### src/cfi_cfg.svh
`ifndef CFI_CFG_SVH
`define CFI_CFG_SVH

// clock and pulse timing
`define CFI_CLK_MHZ        40
`define CFI_PULSE_US       128
`define CFI_PULSE_CYCLES   (`CFI_PCNT_W'(`CFI_PULSE_US * `CFI_CLK_MHZ))
`define CFI_PCNT_W         13

// event sources, one bit each
`define CFI_NSRC           12
`define CFI_B_CV           0
`define CFI_B_DONE         1
`define CFI_B_ICAP         2
`define CFI_B_PPATH        3
`define CFI_B_VLOOP        4
`define CFI_B_THERM        5
`define CFI_B_VALID        6
`define CFI_B_OVP          7
`define CFI_B_OCP          8
`define CFI_B_UVLO         9
`define CFI_B_COLD         10
`define CFI_B_CHILLY       11

// register byte offsets
`define CFI_ADDR_W         8
`define CFI_A_FLAG         8'h00
`define CFI_A_MASK         8'h04
`define CFI_A_CTRL         8'h08
`define CFI_A_LIVE         8'h0C
`define CFI_A_IRQ_STAT     8'h10
`define CFI_A_IRQ_MASK     8'h14

// control register fields
`define CFI_CTRL_RAIL_LO   0
`define CFI_CTRL_RAIL_HI   1
`define CFI_CTRL_TDOUBLE   2
`define CFI_CTRL_CHG_EN    3
`define CFI_CTRL_W         4
`define CFI_CTRL_RST       4'h8

// live status fields above the source bits
`define CFI_LIVE_READY     12
`define CFI_LIVE_SFAULT    13
`define CFI_LIVE_CHG       14
`define CFI_LIVE_PULSE     15

// interrupt status bits
`define CFI_IRQ_W          3
`define CFI_IRQ_PULSE      0
`define CFI_IRQ_SFAULT     1
`define CFI_IRQ_OVFL       2

// pulse queue
`define CFI_PEND_W         4
`define CFI_PEND_MAX       4'hF
`define CFI_PEND_ONE       4'h1

// system rail source settings
`define CFI_RAIL_AUTO      2'h0
`define CFI_RAIL_BAT       2'h1
`define CFI_RAIL_FLOAT     2'h2
`define CFI_RAIL_PULLDN    2'h3

`endif

### src/cfi_pkg.sv
package cfi_pkg;
  typedef enum logic {
    CFI_PS_IDLE,
    CFI_PS_LOW
  } cfi_pulse_state_t;
endpackage : cfi_pkg

### src/cfi_pulse_gen.sv
`timescale 1ns/1ps
`include "cfi_cfg.svh"
// fixed-width low pulse timer on the internal clock
module cfi_pulse_gen #(
  parameter logic [`CFI_PCNT_W-1:0] PULSE_CYCLES = `CFI_PULSE_CYCLES
) (
  input  wire logic clk_i,
  input  wire logic rst_i,
  input  wire logic start_i,
  output logic      busy_o
);
  cfi_pkg::cfi_pulse_state_t state_r;
  logic [`CFI_PCNT_W-1:0]    cnt_r;
  logic                      last_w;

  assign last_w = (cnt_r == PULSE_CYCLES - 1'b1);

  always_ff @(posedge clk_i) begin
    if (rst_i) begin
      state_r <= cfi_pkg::CFI_PS_IDLE;
      cnt_r   <= '0;
    end else begin
      case (state_r)
        cfi_pkg::CFI_PS_IDLE: begin
          cnt_r <= '0;
          if (start_i) begin
            state_r <= cfi_pkg::CFI_PS_LOW;
          end
        end
        cfi_pkg::CFI_PS_LOW: begin
          cnt_r <= cnt_r + 1'b1; // see [RULE16]
          if (last_w) begin
            state_r <= cfi_pkg::CFI_PS_IDLE;
          end
        end
        default: state_r <= cfi_pkg::CFI_PS_IDLE;
      endcase
    end
  end

  assign busy_o = (state_r == cfi_pkg::CFI_PS_LOW);
endmodule : cfi_pulse_gen

### src/cfi_fault_irq.sv
`timescale 1ns/1ps
`include "cfi_cfg.svh"
// Contract
// [RULE1] interrupt line is open-drain and silent unless start-up ended valid
// [RULE2] line idles released and is pulled low exactly 128 us per event
// [RULE3] every flag-setting event, charge done included, gives one pulse (code: an event arriving with 15 pulses queued gives none)
// [RULE4] each source has a host mask; masked events give no pulse
// [RULE5] unmasking a standing condition gives no pulse; only new edges count
// [RULE6] constant-voltage entry sets its flag; charging and timer unchanged
// [RULE7] charge done pauses charging, resets timer; resume on toggle or recharge
// [RULE8] regulation loops set flags, cut current, optionally double the timer
// [RULE9] input-valid flag on both edges, resets timer, gates charging
// [RULE10] input overvoltage pauses charging, resets timer, rail from battery
// [RULE11] battery overcurrent on battery only disables charge, disconnects battery
// [RULE12] cold pauses charging and pauses the safety timer
// [RULE13] chilly keeps charging at reduced current, optionally doubles timer
// [RULE14] flags hold until read; a source re-arms only after its flag clears
// [RULE15] default rail setting: input when valid, else battery
// [RULE16] pulse width from a clock counter; coincident events are queued (code: events in one cycle share one pulse)
// [RULE17] host pulls the line up, sees the pulse, reads flags to clear
module cfi_fault_irq #(
  parameter logic [`CFI_PCNT_W-1:0] PULSE_CYCLES = `CFI_PULSE_CYCLES
) (
  input  wire logic                  clk_i,
  input  wire logic                  rst_i,
  // wishbone slave
  input  wire logic                  cyc_i,
  input  wire logic                  stb_i,
  input  wire logic                  we_i,
  input  wire logic [31:0]           adr_i,
  input  wire logic [3:0]            sel_i,
  input  wire logic [31:0]           dat_i,
  output logic      [31:0]           dat_o,
  output logic                       ack_o,
  // condition pins from the analog side
  input  wire logic [`CFI_NSRC-1:0]  cond_i,
  input  wire logic                  recharge_threshold_i,
  input  wire logic                  startup_done_i,
  input  wire logic                  startup_fault_i,
  // open-drain interrupt pin, and the level irq from irq status
  output logic                       int_o,
  output logic                       int_oe_o,
  output logic                       irq_o,
  // charger and rail controls
  output logic                       charge_enable_o,
  output logic                       reduced_current_o,
  output logic                       safety_timer_reset_o,
  output logic                       safety_timer_pause_o,
  output logic                       safety_timer_double_o,
  output logic                       rail_from_input_o,
  output logic                       rail_from_battery_o,
  output logic                       rail_pulldown_o,
  output logic                       battery_disconnect_o
);
  localparam int N = `CFI_NSRC;

  // two-flop synchronisers for every condition pin
  localparam int NS = N + 3;
  logic [NS-1:0] pin_w;
  logic [NS-1:0] sync1_r;
  logic [NS-1:0] sync2_r;
  assign pin_w = {startup_fault_i, startup_done_i, recharge_threshold_i, cond_i};

  genvar g;
  generate
    for (g = 0; g < NS; g++) begin : g_sync
      always_ff @(posedge clk_i) begin
        if (rst_i) begin
          sync1_r[g] <= 1'b0;
          sync2_r[g] <= 1'b0;
        end else begin
          sync1_r[g] <= pin_w[g];
          sync2_r[g] <= sync1_r[g];
        end
      end
    end
  endgenerate

  logic [N-1:0] cond_w;
  logic         rch_w;
  logic         sdone_w;
  logic         sfault_w;
  assign cond_w   = sync2_r[N-1:0];
  assign rch_w    = sync2_r[N];
  assign sdone_w  = sync2_r[N+1];
  assign sfault_w = sync2_r[N+2];

  // registers
  logic [N-1:0]            flag_r;
  logic [N-1:0]            mask_r;
  logic [`CFI_CTRL_W-1:0]  ctrl_r;
  logic [`CFI_IRQ_W-1:0]   irq_stat_r;
  logic [`CFI_IRQ_W-1:0]   irq_mask_r;
  logic [N-1:0]            prev_r;
  logic                    ready_r;
  logic                    sfault_r;
  logic                    done_pause_r;
  logic [`CFI_PEND_W-1:0]  pend_r;
  logic                    start_r;
  logic                    ack_r;
  logic [31:0]             rdat_r;

  // bus decode
  logic [`CFI_ADDR_W-1:0] a_w;
  logic                   req_w;
  logic                   wr_w;
  logic                   rd_w;
  logic [31:0]            wmask_w;
  logic [31:0]            wval_w;
  logic                   hit_flag_w;
  logic                   hit_mask_w;
  logic                   hit_ctrl_w;
  logic                   hit_live_w;
  logic                   hit_istat_w;
  logic                   hit_imask_w;
  assign a_w         = adr_i[`CFI_ADDR_W-1:0];
  assign req_w       = cyc_i & stb_i;
  assign wr_w        = req_w & we_i & ack_r;
  assign rd_w        = req_w & ~we_i & ack_r;
  assign wmask_w     = {{8{sel_i[3]}}, {8{sel_i[2]}}, {8{sel_i[1]}}, {8{sel_i[0]}}};
  assign wval_w      = dat_i & wmask_w;
  assign hit_flag_w  = (adr_i[31:`CFI_ADDR_W] == '0) && (a_w == `CFI_A_FLAG);
  assign hit_mask_w  = (adr_i[31:`CFI_ADDR_W] == '0) && (a_w == `CFI_A_MASK);
  assign hit_ctrl_w  = (adr_i[31:`CFI_ADDR_W] == '0) && (a_w == `CFI_A_CTRL);
  assign hit_live_w  = (adr_i[31:`CFI_ADDR_W] == '0) && (a_w == `CFI_A_LIVE);
  assign hit_istat_w = (adr_i[31:`CFI_ADDR_W] == '0) && (a_w == `CFI_A_IRQ_STAT);
  assign hit_imask_w = (adr_i[31:`CFI_ADDR_W] == '0) && (a_w == `CFI_A_IRQ_MASK);

  // event detection, only after a valid start-up
  logic [N-1:0] rise_w;
  logic [N-1:0] edge_w;
  logic [N-1:0] trig_w;
  logic [N-1:0] flag_clr_w;
  logic [N-1:0] flag_nxt;
  assign rise_w = cond_w & ~prev_r;
  // input validity reports both directions
  assign edge_w = ready_r ? ((rise_w & ~(N'(1) << `CFI_B_VALID))
                             | ((cond_w ^ prev_r) & (N'(1) << `CFI_B_VALID)))
                          : '0; // see [RULE1] see [RULE9] see [RULE5]
  assign trig_w = edge_w & ~mask_r & ~flag_r; // see [RULE4] see [RULE14] see [RULE3]
  assign flag_clr_w = (hit_flag_w & rd_w) ? {N{1'b1}}
                    : (hit_flag_w & wr_w) ? wval_w[N-1:0] : '0;
  assign flag_nxt = (flag_r & ~flag_clr_w) | edge_w; // see [RULE14]

  // pulse queue
  logic                   busy_w;
  logic                   start_w;
  logic                   add_w;
  logic                   full_w;
  logic [`CFI_PEND_W-1:0] pend_nxt;
  assign add_w    = |trig_w;
  assign full_w   = (pend_r == `CFI_PEND_MAX);
  // wait until the pin itself is released so queued pulses keep two idle cycles
  assign start_w  = (pend_r != '0) & ~busy_w & ~start_r & ~int_oe_o; // see [RULE16]
  assign pend_nxt = pend_r + ((add_w & ~full_w) ? `CFI_PEND_ONE : '0)
                    - (start_w ? `CFI_PEND_ONE : '0); // see [RULE16]

  // charger response
  logic vin_w;
  logic ovp_w;
  logic ocp_w;
  logic uvlo_w;
  logic chg_toggle_w;
  logic resume_w;
  logic chg_en_w;
  logic loop_w;
  logic tmr_reset_w;
  logic [1:0] rail_w;
  logic rail_in_w;
  logic rail_bat_w;
  assign vin_w   = cond_w[`CFI_B_VALID];
  assign ovp_w   = cond_w[`CFI_B_OVP];
  assign uvlo_w  = cond_w[`CFI_B_UVLO];
  assign ocp_w   = cond_w[`CFI_B_OCP] & ~vin_w; // see [RULE11]
  assign chg_toggle_w = hit_ctrl_w & wr_w & sel_i[0]
                        & (dat_i[`CFI_CTRL_CHG_EN] != ctrl_r[`CFI_CTRL_CHG_EN]);
  assign resume_w = (vin_w != prev_r[`CFI_B_VALID]) | chg_toggle_w | rch_w; // see [RULE7]
  assign chg_en_w = ready_r & ctrl_r[`CFI_CTRL_CHG_EN] & vin_w & ~ovp_w & ~ocp_w
                    & ~cond_w[`CFI_B_COLD] & ~done_pause_r
                    & (rail_w == `CFI_RAIL_AUTO); // see [RULE9] see [RULE10] see [RULE12]
  assign loop_w = cond_w[`CFI_B_ICAP] | cond_w[`CFI_B_PPATH] | cond_w[`CFI_B_VLOOP]
                  | cond_w[`CFI_B_THERM]; // see [RULE8]
  assign tmr_reset_w = ready_r & (rise_w[`CFI_B_DONE] | rise_w[`CFI_B_OVP]
                       | (vin_w != prev_r[`CFI_B_VALID])); // see [RULE7] see [RULE9] see [RULE10]
  // battery setting falls back to automatic below the undervoltage level
  assign rail_w = ((ctrl_r[`CFI_CTRL_RAIL_HI:`CFI_CTRL_RAIL_LO] == `CFI_RAIL_BAT) & uvlo_w)
                  ? `CFI_RAIL_AUTO : ctrl_r[`CFI_CTRL_RAIL_HI:`CFI_CTRL_RAIL_LO];
  assign rail_in_w  = (rail_w == `CFI_RAIL_AUTO) & vin_w & ~ovp_w; // see [RULE15] see [RULE10]
  assign rail_bat_w = ((rail_w == `CFI_RAIL_AUTO) & ~rail_in_w) | (rail_w == `CFI_RAIL_BAT);

  // read mux
  logic [31:0] live_w;
  logic [31:0] rmux_w;
  assign live_w = {16'h0000, busy_w, charge_enable_o, sfault_r, ready_r, cond_w};
  assign rmux_w = hit_flag_w  ? {{(32-N){1'b0}}, flag_r}
                : hit_mask_w  ? {{(32-N){1'b0}}, mask_r}
                : hit_ctrl_w  ? {{(32-`CFI_CTRL_W){1'b0}}, ctrl_r}
                : hit_live_w  ? live_w
                : hit_istat_w ? {{(32-`CFI_IRQ_W){1'b0}}, irq_stat_r}
                : hit_imask_w ? {{(32-`CFI_IRQ_W){1'b0}}, irq_mask_r}
                : 32'h0000_0000;

  // irq status: set wins over write-one clear
  logic [`CFI_IRQ_W-1:0] irq_set_w;
  logic [`CFI_IRQ_W-1:0] irq_clr_w;
  logic                  sfault_set_w;
  assign sfault_set_w = sdone_w & sfault_w & ~ready_r & ~sfault_r;
  assign irq_set_w = {add_w & full_w, sfault_set_w, start_w};
  assign irq_clr_w = (hit_istat_w & wr_w) ? wval_w[`CFI_IRQ_W-1:0] : '0;

  always_ff @(posedge clk_i) begin
    if (rst_i) begin
      ack_r  <= 1'b0;
      rdat_r <= 32'h0000_0000;
    end else begin
      ack_r  <= req_w & ~ack_r;
      rdat_r <= (req_w & ~ack_r & ~we_i) ? rmux_w : 32'h0000_0000;
    end
  end

  always_ff @(posedge clk_i) begin
    if (rst_i) begin
      mask_r     <= '0;
      ctrl_r     <= `CFI_CTRL_RST;
      irq_mask_r <= '0;
    end else begin
      if (hit_mask_w & wr_w) begin
        mask_r <= (mask_r & ~wmask_w[N-1:0]) | wval_w[N-1:0]; // see [RULE4]
      end
      if (hit_ctrl_w & wr_w) begin
        ctrl_r <= (ctrl_r & ~wmask_w[`CFI_CTRL_W-1:0]) | wval_w[`CFI_CTRL_W-1:0];
      end
      if (hit_imask_w & wr_w) begin
        irq_mask_r <= (irq_mask_r & ~wmask_w[`CFI_IRQ_W-1:0]) | wval_w[`CFI_IRQ_W-1:0];
      end
    end
  end

  always_ff @(posedge clk_i) begin
    if (rst_i) begin
      flag_r       <= '0;
      prev_r       <= '0;
      ready_r      <= 1'b0;
      sfault_r     <= 1'b0;
      done_pause_r <= 1'b0;
      pend_r       <= '0;
      start_r      <= 1'b0;
      irq_stat_r   <= '0;
    end else begin
      // before release prev follows the pins so nothing standing counts as new
      prev_r     <= cond_w; // see [RULE9]
      flag_r     <= flag_nxt;
      pend_r     <= pend_nxt;
      start_r    <= start_w;
      irq_stat_r <= (irq_stat_r & ~irq_clr_w) | irq_set_w;
      if (sdone_w & ~sfault_w & ~sfault_r) begin
        ready_r <= 1'b1; // see [RULE1]
      end
      if (sfault_set_w) begin
        sfault_r <= 1'b1; // see [RULE1]
      end
      if (ready_r & rise_w[`CFI_B_DONE]) begin
        done_pause_r <= 1'b1; // see [RULE7]
      end else if (resume_w) begin
        done_pause_r <= 1'b0;
      end
    end
  end

  cfi_pulse_gen #(
    .PULSE_CYCLES (PULSE_CYCLES)
  ) u_pulse (
    .clk_i   (clk_i),
    .rst_i   (rst_i),
    .start_i (start_w),
    .busy_o  (busy_w)
  );

  always_ff @(posedge clk_i) begin
    if (rst_i) begin
      int_oe_o              <= 1'b0;
      irq_o                 <= 1'b0;
      charge_enable_o       <= 1'b0;
      reduced_current_o     <= 1'b0;
      safety_timer_reset_o  <= 1'b0;
      safety_timer_pause_o  <= 1'b0;
      safety_timer_double_o <= 1'b0;
      rail_from_input_o     <= 1'b0;
      rail_from_battery_o   <= 1'b0;
      rail_pulldown_o       <= 1'b0;
      battery_disconnect_o  <= 1'b0;
    end else begin
      int_oe_o              <= busy_w; // see [RULE2] see [RULE16]
      irq_o                 <= |(irq_stat_r & ~irq_mask_r);
      charge_enable_o       <= chg_en_w; // see [RULE6]
      reduced_current_o     <= loop_w | cond_w[`CFI_B_CHILLY]; // see [RULE8] see [RULE13]
      safety_timer_reset_o  <= tmr_reset_w;
      safety_timer_pause_o  <= cond_w[`CFI_B_COLD]; // see [RULE12]
      safety_timer_double_o <= ctrl_r[`CFI_CTRL_TDOUBLE]
                               & (loop_w | cond_w[`CFI_B_CHILLY]); // see [RULE8] see [RULE13]
      rail_from_input_o     <= rail_in_w; // see [RULE15]
      rail_from_battery_o   <= rail_bat_w & ~ocp_w; // see [RULE10] see [RULE11]
      rail_pulldown_o       <= (rail_w == `CFI_RAIL_PULLDN);
      battery_disconnect_o  <= ocp_w; // see [RULE11]
    end
  end

  // the pin itself only ever drives low
  assign int_o = 1'b0; // see [RULE2]
  assign dat_o = rdat_r;
  assign ack_o = ack_r;
endmodule : cfi_fault_irq

### config.mk
export PLATFORM = sky130hd
export DESIGN_NAME = cfi_fault_irq
export DESIGN_NICKNAME = d
export VERILOG_FILES = /design/src/cfi_pkg.sv /design/src/cfi_pulse_gen.sv /design/src/cfi_fault_irq.sv
export VERILOG_INCLUDE_DIRS = /design/src
export SDC_FILE = /design/constraint.sdc
export NUM_CORES = 1
export LEC_CHECK = 0
export CAP_MARGIN = 30
export CORE_ASPECT_RATIO = 1.75
export CORE_MARGIN = 2
export CORE_UTILIZATION = 25
export CTS_CLUSTER_SIZE = 25
export DETAILED_ROUTE_END_ITERATION = 7
export DONT_BUFFER_PORTS = 1
export GPL_TIMING_DRIVEN = 0
export SYNTH_ARGS = -nofsm -noshare
export SYNTH_HDL_FRONTEND = slang
export SYNTH_HIERARCHICAL = 1
export SYNTH_SLANG_ARGS = --single-unit
### constraint.sdc
create_clock -name clk_i -period 3.4 [get_ports clk_i]
set_clock_uncertainty 0.1 [all_clocks]
set_input_delay 0.34 -clock clk_i [delete_from_list [all_inputs] [get_ports clk_i]]
set_output_delay 0.34 -clock clk_i [all_outputs]
set_load 0.005 [all_outputs]
==> flow_metrics.tcl, run 1 <==
set metrics [dict create \
    cpMostUsedCell "ha_1" \
    post-dp-hpwl_um 11430 \
    rrSetupSlack_ns 0.24 \
    avgSynthCellArea_um2 9.988 \
    io_pins 133 \
    fin_crit_sh_pct 92.83 \
    wl_um 15150 \
    crit_start "ready_r" \
    fmax_ghz 0.3168 \
    mostFrequentLayoutCell "dfxtp_1" \
    cp_num_cells 13 \
    final_util_pct 31.52 \
    route.detailed.wl_per_inst_um 17.73 \
    setup_violations 0 \
    critical_path.top_delay_family "simple AND/OR/NAND/NOR gates" \
    yosysTopAreaCell "dfxtp_1" \
    areaGrowthSynthToFinish_pct 24.53 \
    gp_congestion 0.8483 \
    drt_first_pass_iters 4 \
    rr_worst_depth 13 \
    crit_slowest_cell "or4_1" \
    num_vias 4048 \
    cts-root-buf "clkbuf_16" \
    whs_ns 0.01465 \
    clock-sinks 125 \
    synth_top_cell_area_share_pct 47.63 \
    drc 0 \
    ctsLongestPathBuffers 2 \
    cts_tree "built" \
    synthArstFlopShare_pct 0 \
    grt_usage_pct 13.94 \
    endpoint_kind "flop" \
    rsz0062_at_grt "no" \
    worstPathArrival_ns 3.37 \
    critPathMaxStageDelay_ns 0.51 \
    fin_nets 685 \
    yosysWarnings 6 \
    routed_via_density 4.740 \
    tightest_slew_ns 0.9106 \
    num_rows 70 \
    relSlewSlack_pct 38.84 \
    coreArea_mm2 0.02076 \
    antenna_found_initial 0 \
    synth_edf_count 0 \
    grt_start_max_net_pins 17 \
    syn_area_mm2 0.005254 \
    synth.distinct_cells 60 \
    r2r-end "pend_r[3]" \
    htree_num_levels 4 \
    critPathLaunchType "flop" \
    clkLatencyLatePin_ns 0.42 \
    ys_seq_elements 125 \
    final_cell_mix "dfxtp_1, nor2b_1, nor2_1" \
    yosys-top-cells-area "dfxtp_1, nor2b_1, mux2i_1" \
    syn_inst 526 \
    leakage_uw 0.002453 \
    diodes 0 \
    io_buffers 0 \
    cp.required_ns 3.61 \
    path_clk_slew_ns 0.06 \
    status "finished, final reports clean" \
    start_util_pct 25.31 \
    p_per_area_mw_per_mm2 595.4 \
    ys.flop_type "dfxtp_1" \
    ys_seq_area_share_pct 47.63 \
    gr-total-overflow 0 \
    fin_crit_ns 3.156 \
    cap_violations 0 \
    ant_nets 0 \
    cts_inserted_buffers 17 \
    fp.dieH_um 195.8 \
    worstHoldPathType "in -> reg" \
    finalHoldViolCount 0 \
    crit_path_end "pend_r[3]" \
    crit_chain "buf_2 -> nand3b_1 -> nor3_1 -> or4_1 -> nor4_4 -> nand2b_1 -> ha_1 -> inv_1 -> ha_1 -> a21o_1 -> a21oi_1 -> xnor2_1 -> nor2_1" \
    die_w_um 113.6 \
    drtIter0Drc 175 \
    drive_gt1_share_pct 12.46 \
    worstReg2RegStart "ready_r" \
    finalMaxSlewViolations 0 \
    fp.dieArea_mm2 0.02224 \
    cp_max_fo 10 \
    grt_pass1_vias 4190 \
    vdd_ir_drop_max_mv 0.3416 \
    power_uw 3895 \
    critPathBufInv 2 \
    worstSetupPathType "reg -> reg" \
    grt_first_pass_wirelength_um 22880 \
]
-- per-layer routing --
metal  track usage [%]  part of all wire [%]  up-vias
met3             3.769                   6.5       40
li1                  -                     -     1953
met5                 0                     0        -
met2             27.72                    58      167
met4             8.988                   4.5        0
met1             11.58                    31     1888
-- worst min-delay path by stage --
| stage | from | end | slack, ns | cells after the start |
|---|---|---|---|---|
| 4_1_cts | dat_i[4] | flop | 0.001 | 2 |
| 6_report | dat_i[4] | flop | 0.01 | 2 |
| 3_3_place_gp | sync1_r[1] | cond_w[1] | 0.32 | 1 |
| 3_5_place_dp | rst_i | u_pulse/busy_o | 0.32 | 1 |
| 2_1_floorplan | rst_i | u_pulse/busy_o | 0.31 | 1 |
| 5_1_grt | dat_i[4] | flop | 0.01 | 2 |
-- worst reg2reg max path: cells and delay by family (launching register included) --
kind,cells,cell delay (ns)
buffers and inverters,2,0.34
adders and majority gates,2,0.44
DFF,1,0.43
xor gates and xnor gates,1,0.14
and+or+nand+nor,6,1.24
AOI/OAI and AO/OA,2,0.35
-- through the flow --
| stage | instances | setup slack (ns) | setup TNS, ns | instance area (µm²) |
|---|---|---|---|---|
| after global placement | 794 | -0.2156 | -0.5740 | 5629 |
| after CTS | 855 | 0.02770 | 0 | 6538 |
| final | 854 | 0.2437 | 0 | 6543 |
| after global routing | 854 | 0.06848 | 0 | 6543 |
| after floorplan | 542 | 0.6117 | 0 | 5314 |
| after detailed placement | 794 | -0.2443 | -0.6022 | 5629 |
-- what timing repair did --
action	4_1_cts	5_1_grt
pin swaps	0	0
setup buffers	0	0
setup endpoints to repair	3	3
hold buffers	29	0
endpoints found under the hold margin	38	0
gates resized for setup	2	3
-- where the power goes --
group          internal, µW  switching [µW]
logic                   219             225
clock network          1170             674
registers              1540            61.1
total                  2930             961
-- cell type report --
type                       instances  area, µm²
multi-input combinational        363       2516
sequential                       125       2502
inverter                          13      48.80
timing repair buffer              29      290.3
fill                            2074      14210
clock inverter                    13      167.7
tap                              252      315.3
buffer                            40      259.0
clock buffer                      19      442.9
-- cell usage after synthesis (2+ instances only) --
master,number
nand4_4,2
nor4_4,7
nand3b_1,10
nor4b_1,2
and2_1,4
a21boi_0,12
and3_1,8
buf_6,3
o21a_1,2
o22ai_1,2
nor3_1,18
a21o_1,2
clkbuf_1,18
a31oi_1,2
nor2b_1,49
xnor2_1,3
nor3b_1,2
nand2b_1,6
o2bb2ai_1,10
or3_1,5
nor4_1,6
o211ai_1,2
a311oi_1,2
o31ai_1,14
xor2_1,4
buf_4,17
nand2_1,20
nand3_1,11
inv_1,13
a21oi_1,25
or4_1,3
nand2_2,2
o21ai_0,3
dfxtp_1,125
nor2_1,46
ha_1,7
and3b_1,2
clkbuf_8,2
mux2i_1,30
and4_1,4
mux2_2,2
-- cells by family after synthesis --
| kind of cell | Yosys count | share of synthesized area [%] |
|---|---|---|
| fa+ha+maj | 8 | 2.048 |
| compound gates | 85 | 11.34 |
| simple gates | 213 | 25.27 |
| flops | 125 | 47.63 |
| xor+xnor | 7 | 1.167 |
| mux | 33 | 6.573 |
| other cells | 1 | 0.07138 |
| buf+inv | 54 | 5.906 |
No activity file was read; power rests on OpenSTA's default activity.
==> run 2, diff against run 1 <==
--- a/config.mk
+++ b/config.mk
@@ -7,7 +7,7 @@
 export NUM_CORES = 1
 export LEC_CHECK = 0
 export CAP_MARGIN = 30
-export CORE_ASPECT_RATIO = 1.75
+export CORE_ASPECT_RATIO = 1.4
 export CORE_MARGIN = 2
 export CORE_UTILIZATION = 25
 export CTS_CLUSTER_SIZE = 25
==> run 2 against run 1 <==
Effect of this change:
- sequential power barely moved
- non-clock buffer count rose by 1
- cell count rose by 0.59%
- register-to-register slack got worse by 0.06 ns
- first-iteration DRC count rose by 3.4%
- total power fell by 1.7%
- largest power group unchanged
- highest routed layer unchanged
- global-route usage fell by 0.58 points
==> flow_metrics.tcl, run 2 (synthesis results as in run 1) <==
set metrics [dict create \
    p_seq_share_pct 41.8 \
    whs_ns 0.04041 \
    finalMaxSlewViolations 0 \
    status "finished, final reports clean" \
    grt_start_max_net_pins 17 \
    multiInputGateArea_mm2 0.002501 \
    fin_crit_ns 3.214 \
    post-cts-setup-buffers 0 \
    leakage_uw 0.002440 \
    rrSetupSlack_ns 0.19 \
    num_rows 62 \
    htree_num_levels 4 \
    io_buffers 0 \
    worstReg2RegStart "ready_r" \
    cp.required_ns 3.60 \
    dr_wl_met2_um 7086 \
    drt_first_pass_iters 4 \
    fp.dieArea_mm2 0.02221 \
    drtIter0Drc 181 \
    cp_num_cells 12 \
    clock-sinks 125 \
    grt_first_pass_wirelength_um 22440 \
    finalHoldViolCount 0 \
    worstSetupPathType "reg -> reg" \
    finalSetupTns_ns 0 \
    crit_start "ready_r" \
    p_per_area_mw_per_mm2 586.3 \
    clkLatencyLatePin_ns 0.41 \
    path_clk_slew_ns 0.06 \
    wl_met1_um 5818 \
    route.detailed.wl_per_inst_um 16.93 \
    ctsLongestPathBuffers 2 \
    fp.dieH_um 175.5 \
    setup_violations 0 \
    power_switching_uw 949.0 \
    stdcell_area_mm2 0.006528 \
    rsz0062_at_grt "no" \
    critical_path.top_delay_family "simple AND/OR/NAND/NOR gates" \
    grt_usage_pct 13.35 \
    highest_layer "met4" \
    fin_crit_sh_pct 94.54 \
    fillers 2107 \
    final_util_pct 31.75 \
    p_sw_share_pct 24.80 \
    cpMostUsedCell "ha_1" \
    instances_no_fill 859 \
    cts_tree "built" \
    vdd_ir_drop_max_mv 0.3265 \
    r2r-end "pend_r[2]" \
    endpoint_kind "flop" \
    areaGrowthSynthToFinish_pct 24.24 \
    fmax_ghz 0.3111 \
    gp_congestion 0.8398 \
    grt_pass1_vias 4049 \
    tightest_slew_ns 0.9129 \
    critPathLaunchType "flop" \
    drc 0 \
    coreArea_mm2 0.02056 \
    placedCellCount 798 \
    met3_length_um 1145 \
    antenna_found_initial 0 \
    start_util_pct 25.56 \
    power_frac_clock_pct 46.9 \
    cellInternalPower_uw 2878 \
    combPwrFrac_pct 11.3 \
    mostFrequentLayoutCell "dfxtp_1" \
    crit_slowest_cell "dfxtp_1" \
    seq_area_mm2 0.002502 \
    post-dp-hpwl_um 10520 \
    cts-root-buf "clkbuf_16" \
    hp-start "rst_i" \
    die_w_um 126.5 \
    diodes 0 \
    rr_worst_depth 12 \
    gr-total-overflow 0 \
    num_vias 3991 \
    cts_inserted_buffers 17 \
    routed_via_density 4.646 \
    io_pins 133 \
    worstPathArrival_ns 3.41 \
    cap_violations 0 \
    drive_gt1_share_pct 12.27 \
    cp_max_fo 10 \
    wl_um 14540 \
    critPathBufInv 2 \
    placed_area_mm2 0.005634 \
    relSlewSlack_pct 38.58 \
    final_cell_mix "dfxtp_1, nor2b_1, nor2_1" \
    crit_chain "clkbuf_2 -> nand3b_1 -> or3_1 -> o311ai_0 -> nor4_1 -> nand2b_1 -> ha_1 -> inv_1 -> ha_1 -> fa_1 -> xnor2_1 -> nor2_1" \
    critPathMaxStageDelay_ns 0.59 \
    worstHoldPathType "in -> reg" \
    ant_nets 0 \
    crit_path_end "pend_r[2]" \
    fin_nets 686 \
]
-- run 2: what timing repair did --
item                                   CTS  global route
resized for setup                        1             0
setup endpoints to repair                3             3
endpoints found under the hold margin   39             0
hold buffers                            30             0
-- run 2: worst min path at each step --
stage | endpoint | slack (ns) | cells past startpoint
3_5_place_dp | u_pulse/busy_o | 0.32 | 1
6_report | done_pause_r | 0.04 | 2
2_1_floorplan | u_pulse/busy_o | 0.31 | 1
4_1_cts | done_pause_r | 0.02 | 2
5_1_grt | done_pause_r | 0.04 | 2
3_3_place_gp | u_pulse/busy_o | 0.32 | 1
-- run 2: power groups by stage --
stage / registers, µW / logic (µW) / clock network (µW)
global route: 1610 / 483 / 1890
CTS: 1600 / 440 / 1830
floorplan: 1610 / 330 / 0
detailed placement: 1630 / 403 / 0
finish: 1600 / 432 / 1800
global placement: 1630 / 394 / 0
-- run 2: per-layer routing --
metal,vias to the layer above,track usage [%]
li1,1956,-
met1,1865,14.74
met2,143,22.50
met3,27,4.203
met4,0,7.647
met5,-,0
-- run 2: layout make-up --
cell class / count / share of cell area, %
buffer: 40 / 3.968
clock buffer: 20 / 6.996
clock inverter: 12 / 2.128
inverter: 13 / 0.7476
multi-input combinational: 363 / 38.32
sequential: 125 / 38.34
tap: 256 / 4.907
timing repair buffer: 30 / 4.600
-- run 2: per-stage QoR --
step,setup WS [ns],power [µW]
2_1_floorplan,0.6117,1939
3_3_place_gp,-0.09923,2021
3_5_place_dp,-0.08299,2031
4_1_cts,0.06216,3865
5_1_grt,0.04336,3983
6_report,0.1856,3827
